[src/core/lvclk_defs.svh]
// Offsets, field positions, reset values, serial port framing and delay step of the output clock register bank
`ifndef LVCLK_DEFS_SVH
`define LVCLK_DEFS_SVH

// ----------------------------------------------------------------
// Register offsets
// ----------------------------------------------------------------
`define LVCLK_OFS_PHASE 13'h0016
`define LVCLK_OFS_DELAY 13'h0017
`define LVCLK_OFS_RSVD 13'h0018
`define LVCLK_OFS_PAT1_LO 13'h0019
`define LVCLK_OFS_PAT1_HI 13'h001A
`define LVCLK_OFS_PAT2_LO 13'h001B
`define LVCLK_OFS_PAT2_HI 13'h001C

// ----------------------------------------------------------------
// Field positions
// ----------------------------------------------------------------
`define LVCLK_PHASE_INV_BIT 4
`define LVCLK_PHASE_SEL_HI 1
`define LVCLK_PHASE_SEL_LO 0
`define LVCLK_DELAY_EN_BIT 7
`define LVCLK_DELAY_CODE_HI 4
`define LVCLK_DELAY_CODE_LO 0

// ----------------------------------------------------------------
// Reset values
// ----------------------------------------------------------------
`define LVCLK_RST_PHASE 8'h00
`define LVCLK_RST_DELAY 8'h00
`define LVCLK_RST_RSVD 8'h04
`define LVCLK_RST_PAT 8'h00

// ----------------------------------------------------------------
// Serial port framing and delay step
// ----------------------------------------------------------------
`define LVCLK_INSTR_BITS 5'd16
`define LVCLK_FRAME_BITS 5'd24
`define LVCLK_DELAY_STEP_PS 100

`endif

[src/core/lvclk_pkg.sv]
// Types shared by the output clock register bank
package lvclk_pkg;

   typedef enum logic [1:0] {
      LVCLK_PH_PLUS90,
      LVCLK_PH_ZERO,
      LVCLK_PH_MINUS90
   } lvclk_phase_e;

   typedef struct packed {
      logic clk_invert;
      lvclk_phase_e phase;
      logic delay_en;
      logic [5:0] delay_steps;
      logic [15:0] pattern_one;
      logic [15:0] pattern_two;
   } lvclk_cfg_s;

endpackage : lvclk_pkg

[src/core/lvclk_regs.sv]
// Serial-port register bank for output data clock alignment and user patterns
// Operation
// Phase bit 4 inverts output data clock
// Phase bits 1:0 select coarse clock phase
// Delay bit 7 enables fine clock delay
// Delay code picks 100 ps step amount
// Pattern one held as two byte registers
// Pattern two held as two byte registers
// Software keeps reserved bits at reset values
`timescale 1ns/1ps
`include "lvclk_defs.svh"

module lvclk_regs #(
   parameter int SYNC_STAGES = 2
) (
   input wire logic clk,
   input wire logic sys_rst,
   input wire logic spi_csb_n,
   input wire logic spi_sclk,
   input wire logic sdio_i,
   output logic sdio_o,
   output logic sdio_oe,
   output lvclk_pkg::lvclk_cfg_s cfg
);

   // Edge detect timing assumes exactly two stages ahead of it
   if (SYNC_STAGES != 2) begin : g_bad_sync
      $error("lvclk_regs: only two synchroniser stages are supported");
   end

   // ----------------------------------------------------------------
   // Pin synchronisers
   // ----------------------------------------------------------------
   logic [1:0] csb_sync_r;
   logic [1:0] sclk_sync_r;
   logic [1:0] sdio_sync_r;
   logic sclk_prev_r;

   always_ff @(posedge clk or posedge sys_rst) begin
      if (sys_rst) begin
         csb_sync_r <= 2'h3;
         sclk_sync_r <= 2'h0;
         sdio_sync_r <= 2'h0;
         sclk_prev_r <= 1'b0;
      end else begin
         csb_sync_r <= {csb_sync_r[0], spi_csb_n};
         sclk_sync_r <= {sclk_sync_r[0], spi_sclk};
         sdio_sync_r <= {sdio_sync_r[0], sdio_i};
         sclk_prev_r <= sclk_sync_r[1];
      end
   end

   wire logic csb_n_s = csb_sync_r[1];
   wire logic sclk_rise = sclk_sync_r[1] & ~sclk_prev_r & ~csb_n_s;
   wire logic sdio_s = sdio_sync_r[1];

   // ----------------------------------------------------------------
   // Frame shifter
   // ----------------------------------------------------------------
   // Frame: R/W, two length bits (single byte only), 13 address bits, 8 data bits
   logic [4:0] bit_cnt_r;
   logic [4:0] bit_cnt_nxt;
   logic [22:0] shift_r;
   logic [22:0] shift_nxt;
   logic [7:0] tx_r;
   logic [7:0] tx_nxt;
   logic oe_r;
   logic oe_nxt;

   wire logic [23:0] frame = {shift_r, sdio_s};
   wire logic is_read = shift_r[14];
   wire logic [12:0] addr = shift_r[12:0];
   wire logic [12:0] wr_addr = frame[20:8];
   wire logic instr_done = sclk_rise && (bit_cnt_r == `LVCLK_INSTR_BITS - 5'd1);
   wire logic wr_strobe = sclk_rise && (bit_cnt_r == `LVCLK_FRAME_BITS - 5'd1) && !frame[23];
   wire logic [7:0] wr_data = frame[7:0];

   // ----------------------------------------------------------------
   // Register storage
   // ----------------------------------------------------------------
   logic [7:0] phase_r;
   logic [7:0] delay_r;
   logic [7:0] rsvd_r;
   logic [7:0] pat1_lo_r;
   logic [7:0] pat1_hi_r;
   logic [7:0] pat2_lo_r;
   logic [7:0] pat2_hi_r;

   function automatic logic [7:0] rd_mux(input logic [12:0] a, input logic [7:0] ph,
                                         input logic [7:0] dl, input logic [7:0] rs,
                                         input logic [7:0] p1l, input logic [7:0] p1h,
                                         input logic [7:0] p2l, input logic [7:0] p2h);
      logic [7:0] v;
      v = 8'h00;
      unique case (a)
         `LVCLK_OFS_PHASE: v = ph;
         `LVCLK_OFS_DELAY: v = dl;
         `LVCLK_OFS_RSVD: v = rs;
         `LVCLK_OFS_PAT1_LO: v = p1l;
         `LVCLK_OFS_PAT1_HI: v = p1h;
         `LVCLK_OFS_PAT2_LO: v = p2l;
         `LVCLK_OFS_PAT2_HI: v = p2h;
         default: v = 8'h00;
      endcase
      return v;
   endfunction : rd_mux

   // Address of a completing instruction includes the bit arriving now
   wire logic [12:0] rd_addr = {addr[11:0], sdio_s};
   wire logic [7:0] rd_data = rd_mux(rd_addr, phase_r, delay_r, rsvd_r,
                                     pat1_lo_r, pat1_hi_r, pat2_lo_r, pat2_hi_r);

   always_comb begin
      bit_cnt_nxt = bit_cnt_r;
      shift_nxt = shift_r;
      tx_nxt = tx_r;
      oe_nxt = oe_r;
      if (csb_n_s) begin
         bit_cnt_nxt = 5'd0;
         oe_nxt = 1'b0;
      end else if (sclk_rise) begin
         shift_nxt = frame[22:0];
         bit_cnt_nxt = (bit_cnt_r == `LVCLK_FRAME_BITS - 5'd1) ? 5'd0 : bit_cnt_r + 5'd1;
         if (instr_done && is_read) begin
            tx_nxt = rd_data;
            oe_nxt = 1'b1;
         end else if (oe_r) begin
            tx_nxt = {tx_r[6:0], 1'b0};
            oe_nxt = (bit_cnt_r != `LVCLK_FRAME_BITS - 5'd1);
         end
      end
   end

   always_ff @(posedge clk or posedge sys_rst) begin
      if (sys_rst) begin
         bit_cnt_r <= 5'd0;
         shift_r <= 23'h000000;
         tx_r <= 8'h00;
         oe_r <= 1'b0;
      end else begin
         bit_cnt_r <= bit_cnt_nxt;
         shift_r <= shift_nxt;
         tx_r <= tx_nxt;
         oe_r <= oe_nxt;
      end
   end

   assign sdio_o = tx_r[7];
   assign sdio_oe = oe_r;

   // ----------------------------------------------------------------
   // Write decode
   // ----------------------------------------------------------------
   // A write lands only on the last bit of a whole frame; aborted frames never write
   wire logic we_phase = wr_strobe && (wr_addr == `LVCLK_OFS_PHASE);
   wire logic we_delay = wr_strobe && (wr_addr == `LVCLK_OFS_DELAY);
   wire logic we_rsvd = wr_strobe && (wr_addr == `LVCLK_OFS_RSVD);
   wire logic we_pat1_lo = wr_strobe && (wr_addr == `LVCLK_OFS_PAT1_LO);
   wire logic we_pat1_hi = wr_strobe && (wr_addr == `LVCLK_OFS_PAT1_HI);
   wire logic we_pat2_lo = wr_strobe && (wr_addr == `LVCLK_OFS_PAT2_LO);
   wire logic we_pat2_hi = wr_strobe && (wr_addr == `LVCLK_OFS_PAT2_HI);

   // ----------------------------------------------------------------
   // Register writes
   // ----------------------------------------------------------------
   // Reserved bits are stored as written; software is trusted to keep them
   always_ff @(posedge clk or posedge sys_rst) begin
      if (sys_rst) begin
         phase_r <= `LVCLK_RST_PHASE;
         delay_r <= `LVCLK_RST_DELAY;
         rsvd_r <= `LVCLK_RST_RSVD;
      end else begin
         if (we_phase) phase_r <= wr_data;
         if (we_delay) delay_r <= wr_data;
         if (we_rsvd) rsvd_r <= wr_data;
      end
   end

   // Pattern bytes are independent; a half-written word shows until both land
   always_ff @(posedge clk or posedge sys_rst) begin
      if (sys_rst) begin
         pat1_lo_r <= `LVCLK_RST_PAT;
         pat1_hi_r <= `LVCLK_RST_PAT;
         pat2_lo_r <= `LVCLK_RST_PAT;
         pat2_hi_r <= `LVCLK_RST_PAT;
      end else begin
         if (we_pat1_lo) pat1_lo_r <= wr_data;
         if (we_pat1_hi) pat1_hi_r <= wr_data;
         if (we_pat2_lo) pat2_lo_r <= wr_data;
         if (we_pat2_hi) pat2_hi_r <= wr_data;
      end
   end

   // ----------------------------------------------------------------
   // Configuration outputs
   // ----------------------------------------------------------------
   wire logic [1:0] phase_code = phase_r[`LVCLK_PHASE_SEL_HI:`LVCLK_PHASE_SEL_LO];
   wire logic [4:0] delay_code = delay_r[`LVCLK_DELAY_CODE_HI:`LVCLK_DELAY_CODE_LO];
   wire logic delay_on = delay_r[`LVCLK_DELAY_EN_BIT];
   // Codes 01 and 10 both give zero phase
   wire lvclk_pkg::lvclk_phase_e phase_sel =
      (phase_code == 2'h0) ? lvclk_pkg::LVCLK_PH_PLUS90 :
      (phase_code == 2'h3) ? lvclk_pkg::LVCLK_PH_MINUS90 : lvclk_pkg::LVCLK_PH_ZERO;
   // Steps of 100 ps: code 0 gives one step, zero when the delay is off
   wire logic [5:0] steps = delay_on ? ({1'b0, delay_code} + 6'd1) : 6'd0;

   lvclk_pkg::lvclk_cfg_s cfg_nxt;
   lvclk_pkg::lvclk_cfg_s cfg_r;

   assign cfg_nxt = '{
      clk_invert: phase_r[`LVCLK_PHASE_INV_BIT],
      phase: phase_sel,
      delay_en: delay_on,
      delay_steps: steps,
      pattern_one: {pat1_hi_r, pat1_lo_r},
      pattern_two: {pat2_hi_r, pat2_lo_r}
   };

   // Registered so the clock shaper never sees decode glitches; costs one clk of latency
   always_ff @(posedge clk or posedge sys_rst) begin
      if (sys_rst) begin
         cfg_r <= '0;
      end else begin
         cfg_r <= cfg_nxt;
      end
   end

   assign cfg = cfg_r;

endmodule : lvclk_regs

[config.mk]
export PLATFORM = sky130hd
export DESIGN_NAME = lvclk_regs
export DESIGN_NICKNAME = d
export VERILOG_FILES = /design/src/core/lvclk_pkg.sv /design/src/core/lvclk_regs.sv
export VERILOG_INCLUDE_DIRS = /design/src /design/src/core
export SDC_FILE = /design/constraint.sdc
export NUM_CORES = 1
export LEC_CHECK = 0
export ABC_AREA = 1
export BUFFER_PORTS_ARGS = -buffer_cell sky130_fd_sc_hd__buf_4
export CELL_PAD_IN_SITES_DETAIL_PLACEMENT = 1
export CELL_PAD_IN_SITES_GLOBAL_PLACEMENT = 1
export CORE_UTILIZATION = 46
export DETAILED_ROUTE_END_ITERATION = 8
export GPL_ROUTABILITY_DRIVEN = 0
export HOLD_SLACK_MARGIN = 0.08
export PLACE_DENSITY_LB_ADDON = 0.1
export SETUP_SLACK_MARGIN = 0.05
export SLEW_MARGIN = 10
export SYNTH_ARGS = -nofsm -noshare
export SYNTH_HDL_FRONTEND = slang
export SYNTH_SLANG_ARGS = --single-unit
[constraint.sdc]
create_clock -name clk -period 5.38 [get_ports clk]
set_input_delay 0.269 -clock clk [delete_from_list [all_inputs] [get_ports clk]]
set_output_delay 0.269 -clock clk [all_outputs]
set_load 0.03 [all_outputs]
Yosys cells after proc, flatten, opt, wreduce, memory -nomap -nowiden:

Cells that the tools add are included.

* input bits: 5
* output and inout bits: 44
* register bits: 142
* logic and storage cells: 75

* reduce and logical (&&, ||, !) cells: 17
* bitwise operators: 4
* equal/unequal tests: 18
* mux-type cells: 13
* $add $sub $neg: 2

Operators by type and width (count)
* $eq 13x5->1 const B: 14
* $pmux 8 s7: 1
* $mux 8: 2
* $mux 5: 3
* $logic_and 1x1->1: 11
* $add 5x1->6 const B: 1
* $mux 6: 1
* $add 5x1->5 const B: 1
* $eq 5x4->1 const B: 1
* $eq 5x5->1 const B: 1
* $ne 5x5->1 const B: 1
* $mux 1: 4
* $mux 2: 2
* $reduce_bool 2->1: 2
* $reduce_and 3->1: 1
* $and 1x1->1: 2
* $eq 2x2->1 const B: 1
* $logic_not 2->1: 1
* $not 1->1: 2
* $reduce_and 2->1: 1
* $logic_not 1->1: 1

Longest topological paths before layout:

Gate-level depths: netlist of the first run.

* depth after elaboration: 8
* mapped depth: 13

Worst setup path after synthesis of the first run:

Ideal clock, no wire load.

* path kind: register to register
* start point: reg bit_cnt_r[0]
* end point: reg tx_r[7]
* data required time: 5315 ps
* setup slack: 3722 ps
* arrival time: 1593 ps
* cell stages (with the launch flop): 10
* clock period less this slack: 1658 ps
* cells stage by stage: dfrtp_1 ha_1 nand2_2 nor2_1 ha_1 nand3_1 nand2_1 inv_1 nand2_1 nand2_1

* longest elaborated chain between the ends: 5

RTL lines
* start: declaration: RTL line lvclk_regs.sv:61 `logic [4:0] bit_cnt_r;`
* start signal: assignment: RTL line lvclk_regs.sv:141 `bit_cnt_r <= bit_cnt_nxt;`
* $eq 5x4->1 (*): RTL line lvclk_regs.sv:74 `` wire logic instr_done = sclk_rise && (bit_cnt_r == `LVCLK_INSTR_BITS - 5'd1); ``
* $logic_and 1x1->1 (*): RTL line lvclk_regs.sv:74
* $logic_and 1x1->1 (*): RTL line lvclk_regs.sv:124 `if (instr_done && is_read) begin`
* $reduce_bool 2->1 (no source line)
* $reduce_and 3->1 (no source line)
* end signal: assignment: RTL line lvclk_regs.sv:143 `tx_r <= tx_nxt;`
* end: declaration: RTL line lvclk_regs.sv:65 `logic [7:0] tx_r;`

Mark *: on every way between the ends. The rest lies on a longest branch, timed or not.
A chain may end at the register's enable or synchronous reset.

Worst setup path in the final report of the first run:

* start point: reg sclk_prev_r
* end point: reg tx_r[1]

* longest elaborated chain between the ends: 7

RTL lines
* start: declaration: RTL line lvclk_regs.sv:37 `logic sclk_prev_r;`
* start signal: assignment: RTL line lvclk_regs.sv:49 `sclk_prev_r <= sclk_sync_r[1];`
* $not 1->1 (*): RTL line lvclk_regs.sv:54 `wire logic sclk_rise = sclk_sync_r[1] & ~sclk_prev_r & ~csb_n_s;`
* $and 1x1->1 (*) (2 in series): RTL line lvclk_regs.sv:54
* $logic_and 1x1->1: RTL line lvclk_regs.sv:74
* $logic_and 1x1->1: RTL line lvclk_regs.sv:124
* $reduce_bool 2->1 (no source line)
* $reduce_and 3->1 (no source line)

Marked as above.

==> flow_summary.ini, run 1 <==
[grt]
antenna_found_initial = 0
track_usage_pct = 25.2
grt_pass1_wl_mm = 24.2
grt.overflow.total = 0
grt_pass1_vias = 4566
grt_max_degree = 83

[clock_network]
cts_max_path_buffers = 2
htreeDepth = 4
postCtsResizedCells = 0
ctsHoldBuffers = 4
numCtsBuffers = 17
cts_root_buf = clkbuf_16
cts_tree = built
clkSinkCount = 142
clk_pin_slew_ps = 60
post_cts_buffers = 0
clock_latency_ps = 430

[final_layout]
synthToLayoutAreaGrowth_pct = 18.8
drive_above_1_share_pct = 17.8
final_cell_mix = nand2_1, dfrtp_1, nand3_1
fill_cells = 1405
nets = 669
post-route-cell-area_sq_um = 6840
layout_commonest_cell = nand2_1
diodes = 0
final_cells = 841

[worst_setup_path]
rr_worst_depth = 8
worstPathArrival_ps = 2920
crit_slowest_cell = nor2_4
cp_max_fo = 42
cp-start-kind = flip-flop
critPathMaxStageDelay_ps = 650
worstPathCellList = inv_1, nand2_1, nor2_4, nand3_1, nand2_1, inv_1, nand2_1, nand2_1
worst-path-stages = 8
critPathMostFrequentCell = nand2_1
crit_type = reg2reg
required_ps = 5700
critical_path.top_delay_family = simple AND/OR/NAND/NOR gates
endpoint_kind = flip-flop
cp_num_buf_inv = 2

[timing]
max_freq_ghz = 0.384
worst_pin_slew_ps = 1060
period_minus_slack_ps = 2600
clock_skew_ps = 7.44
setup_slack_ps = 2780
rsz0062_at_grt = false
drv_slew = 0
tns_ps = 0
finalSetupViolCount = 0
period_share_pct = 48.4
slew_headroom_pct = 29.2
hold_viol = 0

[die]
die_y_microns = 114
die_w_microns = 114
initial_core_util_pct = 47.6
rows = 40
dieArea_sq_um = 13000
ioPinCount = 49
placeableCoreArea_sq_um = 12100

[routing]
dr.pass1.iters = 4
vias = 4397
drt_wl_total_mm = 14.8
drt-initial-drc-count = 295
viasPerCell = 5.23
avgRoutedWirePerCell_microns = 17.6
ant_nets = 0
drc_errors = 0

[placement]
place.port_buffers = 48
hpwl_mm = 9.77
dp_slack_ps = 2810
placed_area_sq_um = 6210
dp_cells = 805

[logic_synthesis]
synth_cells = 606
ys_ff_latch = 142
yosysWarnings = 0
synth.avg_cell_area_sq_um = 9.51
synth_nets = 615
seq_area_frac_synth_pct = 61.8
syn-cell-area_sq_um = 5760
synth_cell_types = 30

[power_and_ir_drop]
ir_drop_uv = 243
p_per_area_nw_per_um2 = 362
p_leak_nw = 3.34

[run]
cap_violations = 0

[worst_hold_path]
hold_path_depth = 0
hold_class = reg2reg

[outcome]
outcome = completed
## metal layers
layer  part of all wire (%)  GRT usage [%]
met5                      0              0
met4                    2.4           10.9
met3                    3.7           5.58
met2                     50           41.9
met1                     44           31.8
## power breakdown
part,switching [W],total (W),internal [W]
Clock,0.000474,0.00117,0.000701
Sequential,0.0000221,0.00111,0.00109
Combinational,0.000168,0.000193,0.0000254
Total,0.000664,0.00248,0.00181
## worst register-to-register path: stages, from the launching register on
cell and delay [ps]:
dfrtp_1 360, inv_1 70, nand2_1 80, nor2_4 650, nand3_1 530, nand2_1 400
inv_1 220, nand2_1 110, nand2_1 60
## cell type report
class	instances	area [sq um]	area share, %
clock buffer	18	439	6.42
inverter	43	166	2.43
clock inverter	14	156	2.29
timing repair buffer	53	408	5.96
sequential	142	3560	52.0
multi-input combinational	403	1910	27.8
tap	168	210	3.07
## synthesized netlist by cell type
| master | instances | share of area [%] |
|---|---|---|
| a21oi_1 | 2 | 0.17 |
| a22o_1 | 1 | 0.15 |
| a32o_1 | 1 | 0.17 |
| buf_1 | 1 | 0.065 |
| buf_2 | 4 | 0.35 |
| buf_4 | 1 | 0.13 |
| buf_6 | 8 | 1.6 |
| clkbuf_1 | 4 | 0.26 |
| dfrtp_1 | 139 | 60 |
| dfstp_2 | 3 | 1.4 |
| ha_1 | 4 | 0.87 |
| inv_1 | 39 | 2.5 |
| inv_2 | 4 | 0.26 |
| nand2_1 | 181 | 12 |
| nand2_2 | 8 | 0.87 |
| nand3_1 | 58 | 5.0 |
| nand4_1 | 6 | 0.65 |
| nor2_1 | 28 | 1.8 |
| nor2_2 | 7 | 0.76 |
| nor2_4 | 3 | 0.59 |
| nor3_1 | 13 | 1.1 |
| nor3_2 | 1 | 0.17 |
| nor3_4 | 1 | 0.28 |
| nor4_1 | 4 | 0.43 |
| o21ai_0 | 25 | 2.2 |
| o21ai_1 | 46 | 4.0 |
| o21ai_2 | 10 | 1.5 |
| o22ai_1 | 2 | 0.22 |
| or2_2 | 1 | 0.11 |
| xor2_1 | 1 | 0.15 |
## path summary, 6_finish.rpt
kind / start / endpoint / slack, ps
min reg2reg: sclk_sync_r[0] / sclk_sync_r[1] / 350
min in group asynchronous: sys_rst / cfg[21] / 520
max in group asynchronous: sys_rst / cfg[35] / 3590
min: sclk_sync_r[0] / sclk_sync_r[1] / 350
max: sclk_prev_r / tx_r[1] / 2780
max reg2reg: sclk_prev_r / tx_r[1] / 2780
## per-stage QoR
step | hold WS, ps | power, W | util (%)
global placement | 334 | 0.00131 | 51.2
global route | 355 | 0.00256 | 56.5
floorplan | 273 | 0.00127 | -
CTS | 356 | 0.00250 | 56.5
finish | 354 | 0.00248 | 56.5
detailed placement | 342 | 0.00132 | 51.2
## registers in the layout, summed over array words and instances, names as in the netlist
register     count
bit_cnt_r        5
cfg             42
csb_sync_r       2
delay_r          8
pat1_hi_r        8
pat1_lo_r        8
pat2_hi_r        8
pat2_lo_r        8
phase_r          8
rsvd_r           8
sclk_prev_r      1
sclk_sync_r      2
sdio_oe          1
sdio_sync_r      2
shift_r         23
tx_r             8
## logic make-up (layout without fill, tap and decap cells)
kind of cell	count (synthesis)	in the layout	synth area share, %
AND/OR/NAND/NOR	311	311	23.7
flip-flops	142	142	61.8
AO/OA/AOI/OAI	87	87	8.41
buffers and inverters	61	128	5.17
adder cells (fa/ha/maj)	4	4	0.869
XOR/XNOR	1	1	0.152
Power figures use the tool's default switching activity.
==> run 2, diff against run 1 <==
==> constraint.sdc (replaced) <==
create_clock -name clk -period 2.7 [get_ports clk]
set_input_delay 0.135 -clock clk [delete_from_list [all_inputs] [get_ports clk]]
set_output_delay 0.135 -clock clk [all_outputs]
set_load 0.03 [all_outputs]
==> flow_summary.ini, run 2 (same netlist as run 1, synthesis figures left out) <==
[final_layout]
synthToLayoutAreaGrowth_pct = 21.6
final_cell_mix = nand2_1, dfrtp_1, nand3_1, buf_4, o21ai_1
layout_commonest_cell = nand2_1
nets = 680
diodes = 0
largest_reg_flops = 42
drive_above_1_share_pct = 18.9

[worst_setup_path]
cp_max_fo = 16
crit_type = reg2reg
rr_worst_depth = 6
crit_slowest_cell = nor4_1
worstPathCellList = nor3_1, nand3_1, nor4_1, nand2_2, nand2_1, o21ai_1
timing.rr.start = shift_r[18]
endpoint_kind = flip-flop
critPathMaxStageDelay_ps = 460
r2r-end = pat2_lo_r[1]
worstPathArrival_ps = 2360
cp-start-kind = flip-flop
regToRegSetupSlack_ps = 630
required_ps = 2990

[die]
die_y_microns = 114
dieArea_sq_um = 13000
initial_core_util_pct = 47.6
rows = 40
placeableCoreArea_sq_um = 12100
ioPinCount = 49
die_w_microns = 114

[timing]
worst_pin_slew_ps = 793
drv_slew = 0
hold_viol = 0
tns_ps = 0
period_share_pct = 76.5
rsz0062_at_grt = false
slew_headroom_pct = 47.0
max_freq_ghz = 0.484
finalSetupViolCount = 0
period_minus_slack_ps = 2070
clock_skew_ps = 7.75
hold_slack_ps = 351

[power_and_ir_drop]
p_per_area_nw_per_um2 = 746
ir_drop_uv = 422
p_leak_nw = 3.43

[routing]
drt-initial-drc-count = 245
vias = 4445
drc_errors = 0
viasPerCell = 5.22
dr.pass1.iters = 4
avgRoutedWirePerCell_microns = 17.7
drt_wl_total_mm = 15.0
ant_nets = 0

[clock_network]
numCtsBuffers = 17
clock_latency_ps = 420
cts_max_path_buffers = 2
cts_tree = built
clkSinkCount = 142
postCtsResizedCells = 0
cts_root_buf = clkbuf_16
clk_pin_slew_ps = 60
htreeDepth = 4

[grt]
track_usage_pct = 25.5
grt_pass1_vias = 4566
grt_pass1_wl_mm = 24.4
antenna_found_initial = 0
grt_max_degree = 51
grt.overflow.total = 0

[worst_hold_path]
hold_path_depth = 0
hold_class = reg2reg
min-delay-start = sdio_sync_r[0]
hold_path_end = sdio_sync_r[1]

[placement]
hpwl_mm = 10.2
place.port_buffers = 48

[run]
cap_violations = 0

[outcome]
outcome = completed
run 2: cell count changes in the layout (fill, tap and decap cells not counted), sizes merged:
cell,delta
clkinvlp,-1
bufinv,+4
inv,-6
buf,+11
clkinv,+2
run 2: per-stage QoR:
step,cells,setup slack [ps],power [W],cell area [sq um],utilization (%)
floorplan,606,790,0.00253,5760,-
global placement,816,776,0.00266,6310,52.1
detailed placement,816,725,0.00268,6310,52.1
CTS,851,639,0.00526,7000,57.8
global route,851,430,0.00538,7000,57.8
finish,851,633,0.00522,7000,57.8
run 2: metal layers:
layer  up-vias  routed length (microns)  global-route usage [%]
met3        26                      519                    5.47
met2        83                     7410                    42.0
li1       2110                        -                       -
met5         -                        0                       0
met1      2226                     6710                    32.9
met4         0                      385                    10.8
run 2: final cells by class:
| type | count | area, sq um |
|---|---|---|
| clock buffers | 18 | 429 |
| clock inverters | 13 | 220 |
| fillers | 1376 | 5110 |
| inverters | 43 | 165 |
| multi-input cells | 403 | 1910 |
| flip-flops and latches | 142 | 3560 |
| well taps | 168 | 210 |
| repair buffers | 64 | 515 |
run 2: repair_timing:
item / in CTS / in global routing
hold endpoints to repair: 32 / 0
hold buffers: 4 / 0
buffers inserted: 0 / 0
run 2: report_power, final:
part | internal (W) | switching (W)
combinational | 0.0000868 | 0.000343
sequential | 0.00217 | 0.0000431
clock | 0.00172 | 0.000865
total | 0.00397 | 0.00125
run 2: critical path, delay by kind of cell, from the launching register on:
family / cells / cell delay [ps]
DFF: 1 / 400
and+or+nand+nor: 5 / 1440
AOI/OAI and AO/OA: 1 / 90
run 2: worst max path at each step:
| stage | start | endpoint | slack [ps] |
|---|---|---|---|
| after floorplan | sys_rst | bit_cnt_r[0] | 790 |
| after global placement | sclk_prev_r | pat2_hi_r[3] | 780 |
| after detailed placement | bit_cnt_r[0] | tx_r[0] | 720 |
| after CTS | shift_r[18] | pat2_lo_r[1] | 640 |
| after global routing | shift_r[10] | tx_r[6] | 430 |
| final | shift_r[18] | pat2_lo_r[1] | 630 |
==> run 3, diff against run 2 <==
--- a/config.mk
+++ b/config.mk
@@ -6,11 +6,11 @@
 export SDC_FILE = /design/constraint.sdc
 export NUM_CORES = 1
 export LEC_CHECK = 0
-export ABC_AREA = 1
+export ABC_AREA = 0
 export BUFFER_PORTS_ARGS = -buffer_cell sky130_fd_sc_hd__buf_4
 export CELL_PAD_IN_SITES_DETAIL_PLACEMENT = 1
 export CELL_PAD_IN_SITES_GLOBAL_PLACEMENT = 1
-export CORE_UTILIZATION = 46
+export CORE_UTILIZATION = 49
 export DETAILED_ROUTE_END_ITERATION = 8
 export GPL_ROUTABILITY_DRIVEN = 0
 export HOLD_SLACK_MARGIN = 0.08
==> constraint.sdc (replaced) <==
create_clock -name clk -period 2 [get_ports clk]
set_input_delay 0.1 -clock clk [delete_from_list [all_inputs] [get_ports clk]]
set_output_delay 0.1 -clock clk [all_outputs]
set_load 0.03 [all_outputs]
==> flow_summary.ini, run 3 <==
[logic_synthesis]
yosys-mux-area-fraction_pct = 18.3
synth_compound_area_share_pct = 5.32
synth_nets = 397
synth_cell_types = 58
synthTopCellsByCount = dfrtp_1, mux2_2, nand2_1, a21oi_1, o21ai_0
yosysWarnings = 0
synth_top_family_by_area = multiplexers
synth-adder-area-share_pct = 0.876
syn-cell-area_sq_um = 5710
synth_area_leader_cell = dfrtp_1
ys_ff_latch = 142
yosysTopAreaCellShare_pct = 60.9
ys.flop_type = dfrtp_1
synth-xor-area-share_pct = 0.613
synth_cells = 388
synthArstFlopShare_pct = 100
synthSimpleGateAreaFrac_pct = 8.48
yosys.cell_count.top_type = dfrtp_1
seq_area_frac_synth_pct = 62.3
synth_area_leaders = dfrtp_1, mux2_2, mux4_2
synth_edf_count = 0
synth.avg_cell_area_sq_um = 14.7

[timing]
worst_pin_slew_ps = 523
hold_slack_ps = 281
period_share_pct = 112
finalSetupViolCount = 57
clock_skew_ps = 5.88
rsz0062_at_grt = true
period_minus_slack_ps = 2240
drv_slew = 0
hold_viol = 0
tns_ps = -10620
slew_headroom_pct = 65.1
setup_slack_ps = -239
max_freq_ghz = 0.447

[final_layout]
layout_commonest_cell = dfrtp_1
largest_reg_flops = 42
synthToLayoutAreaGrowth_pct = 36.0
nets = 511
final_cell_mix = dfrtp_1, buf_4, mux2_4
diodes = 0
drive_above_1_share_pct = 51.8
post-route-cell-area_sq_um = 7770

[outcome]
violations = setup timing
outcome = complete, but fails checks

[worst_setup_path]
required_ps = 2300
cp_max_fo = 8
endpoint_kind = flip-flop
cp_num_buf_inv = 1
worstPathArrival_ps = 2540
critPathMaxStageDelay_ps = 560
critical_path.top_delay_family = simple AND/OR/NAND/NOR gates
crit_slowest_cell = or4b_4
worstPathCellList = or4b_4, nor3_4, nand4_4, nor3b_4, buf_12, mux2_4
crit_type = reg2reg
cp-start-kind = flip-flop

[grt]
antenna_found_initial = 0
track_usage_pct = 28.2
grt.overflow.total = 0
grt_max_degree = 39
grt_pass1_vias = 4150
grt_pass1_wl_mm = 24.2

[clock_network]
clkSinkCount = 142
cts_max_path_buffers = 2
htreeDepth = 4
numCtsBuffers = 17
clk_pin_slew_ps = 60
clock_latency_ps = 420
cts_root_buf = clkbuf_16
cts_tree = built

[placement]
placed_area_sq_um = 6610
hpwl_mm = 9.01
place.port_buffers = 48

[routing]
drt-initial-drc-count = 222
dr.pass1.iters = 4
avgRoutedWirePerCell_microns = 24.0
drt_wl_total_mm = 15.8
ant_nets = 0
drc_errors = 0
vias = 3812
viasPerCell = 5.79

[die]
die_y_microns = 110
initial_core_util_pct = 50.2
ioPinCount = 49
dieArea_sq_um = 12100
rows = 39
placeableCoreArea_sq_um = 11400
die_w_microns = 110

[power_and_ir_drop]
ir_drop_uv = 770
p_leak_nw = 3.72
p_per_area_nw_per_um2 = 969

[worst_hold_path]
hold_class = in2async

[run]
cap_violations = 0
[run 3: cell types whose count changed in the layout (fill, tap and decap cells not counted), moves of 8 or more]
cell,delta
nand3_1,-52
a21oi_1,+8
buf_4,+38
inv_1,-33
nand2_2,-8
mux2_2,+25
mux2_4,+56
o21ai_1,-46
nor2_1,-20
nand2_1,-163
nor3_1,-10
o21ai_0,-18
[run 3: logic make-up (layout without fill, tap and decap cells)]
kind of cell    count (synthesis)  after routing
fa+ha+maj                       4              4
mux                            88             88
simple gates                   78             78
buf+inv                        27            154
flops                         142            142
compound gates                 45             45
xor+xnor                        4              4
[run 3: power breakdown]
| part | total [W] | switching, W | internal, W |
|---|---|---|---|
| clock | 0.00350 | 0.00120 | 0.00230 |
| combinational | 0.000986 | 0.000590 | 0.000396 |
| sequential | 0.00304 | 0.0000852 | 0.00296 |
[run 3: layout make-up]
type                            instances  area [sq um]
Fill cell                            1027          3600
Sequential cell                       142          3560
Multi-Input combinational cell        219          2330
Timing Repair Buffer                  116          1020
Clock buffer                           21           470
Clock inverter                         11           186
Tap cell                              143           179
Inverter                                6          26.3
[run 3: worst reg2reg max path, cell delays in order (launching register included)]
cell and delay, ps:
dfrtp_1 380, or4b_4 560, nor3_4 220, nand4_4 210
nor3b_4 260, buf_12 180, mux2_4 320
[run 3: routing by layer]
layer  global-route usage (%)  wire [microns]
met1                     35.5            6710
met2                     46.4            7970
met3                     5.22             558
met4                     14.5             562
met5                        0               0
[run 3: timing repair]
action | 4_1_cts | 5_1_grt
endpoints found under the setup margin | 64 | 63
buffers inserted | 3 | 3
pin swaps | 5 | 7
gates resized for setup | 79 | 18
endpoints found under the hold margin | 42 | 0
hold buffers | 4 | 0
[run 3: per-stage QoR]
stage	setup slack [ps]	util [%]	power, W	instances
2_1_floorplan	-162	-	0.00352	388
3_3_place_gp	-410	58.1	0.00382	616
3_5_place_dp	-339	58.1	0.00385	616
4_1_cts	-176	67.3	0.00748	655
5_1_grt	-294	68.3	0.00774	658
6_report	-239	68.3	0.00753	658
[run 3: worst paths after layout]
kind | from | endpoint | slack, ps | depth (start not counted)
min reg2reg | csb_sync_r[0] | csb_sync_r[1] | 360 | 0
max | shift_r[14] | pat1_lo_r[7] | -240 | 6
max in group asynchronous | sys_rst | rsvd_r[2] | 1080 | 4
max reg2reg | shift_r[14] | pat1_lo_r[7] | -240 | 6
min in group clk | spi_sclk | sclk_sync_r[0] | 330 | 2
min | sys_rst | cfg[30] | 280 | 3
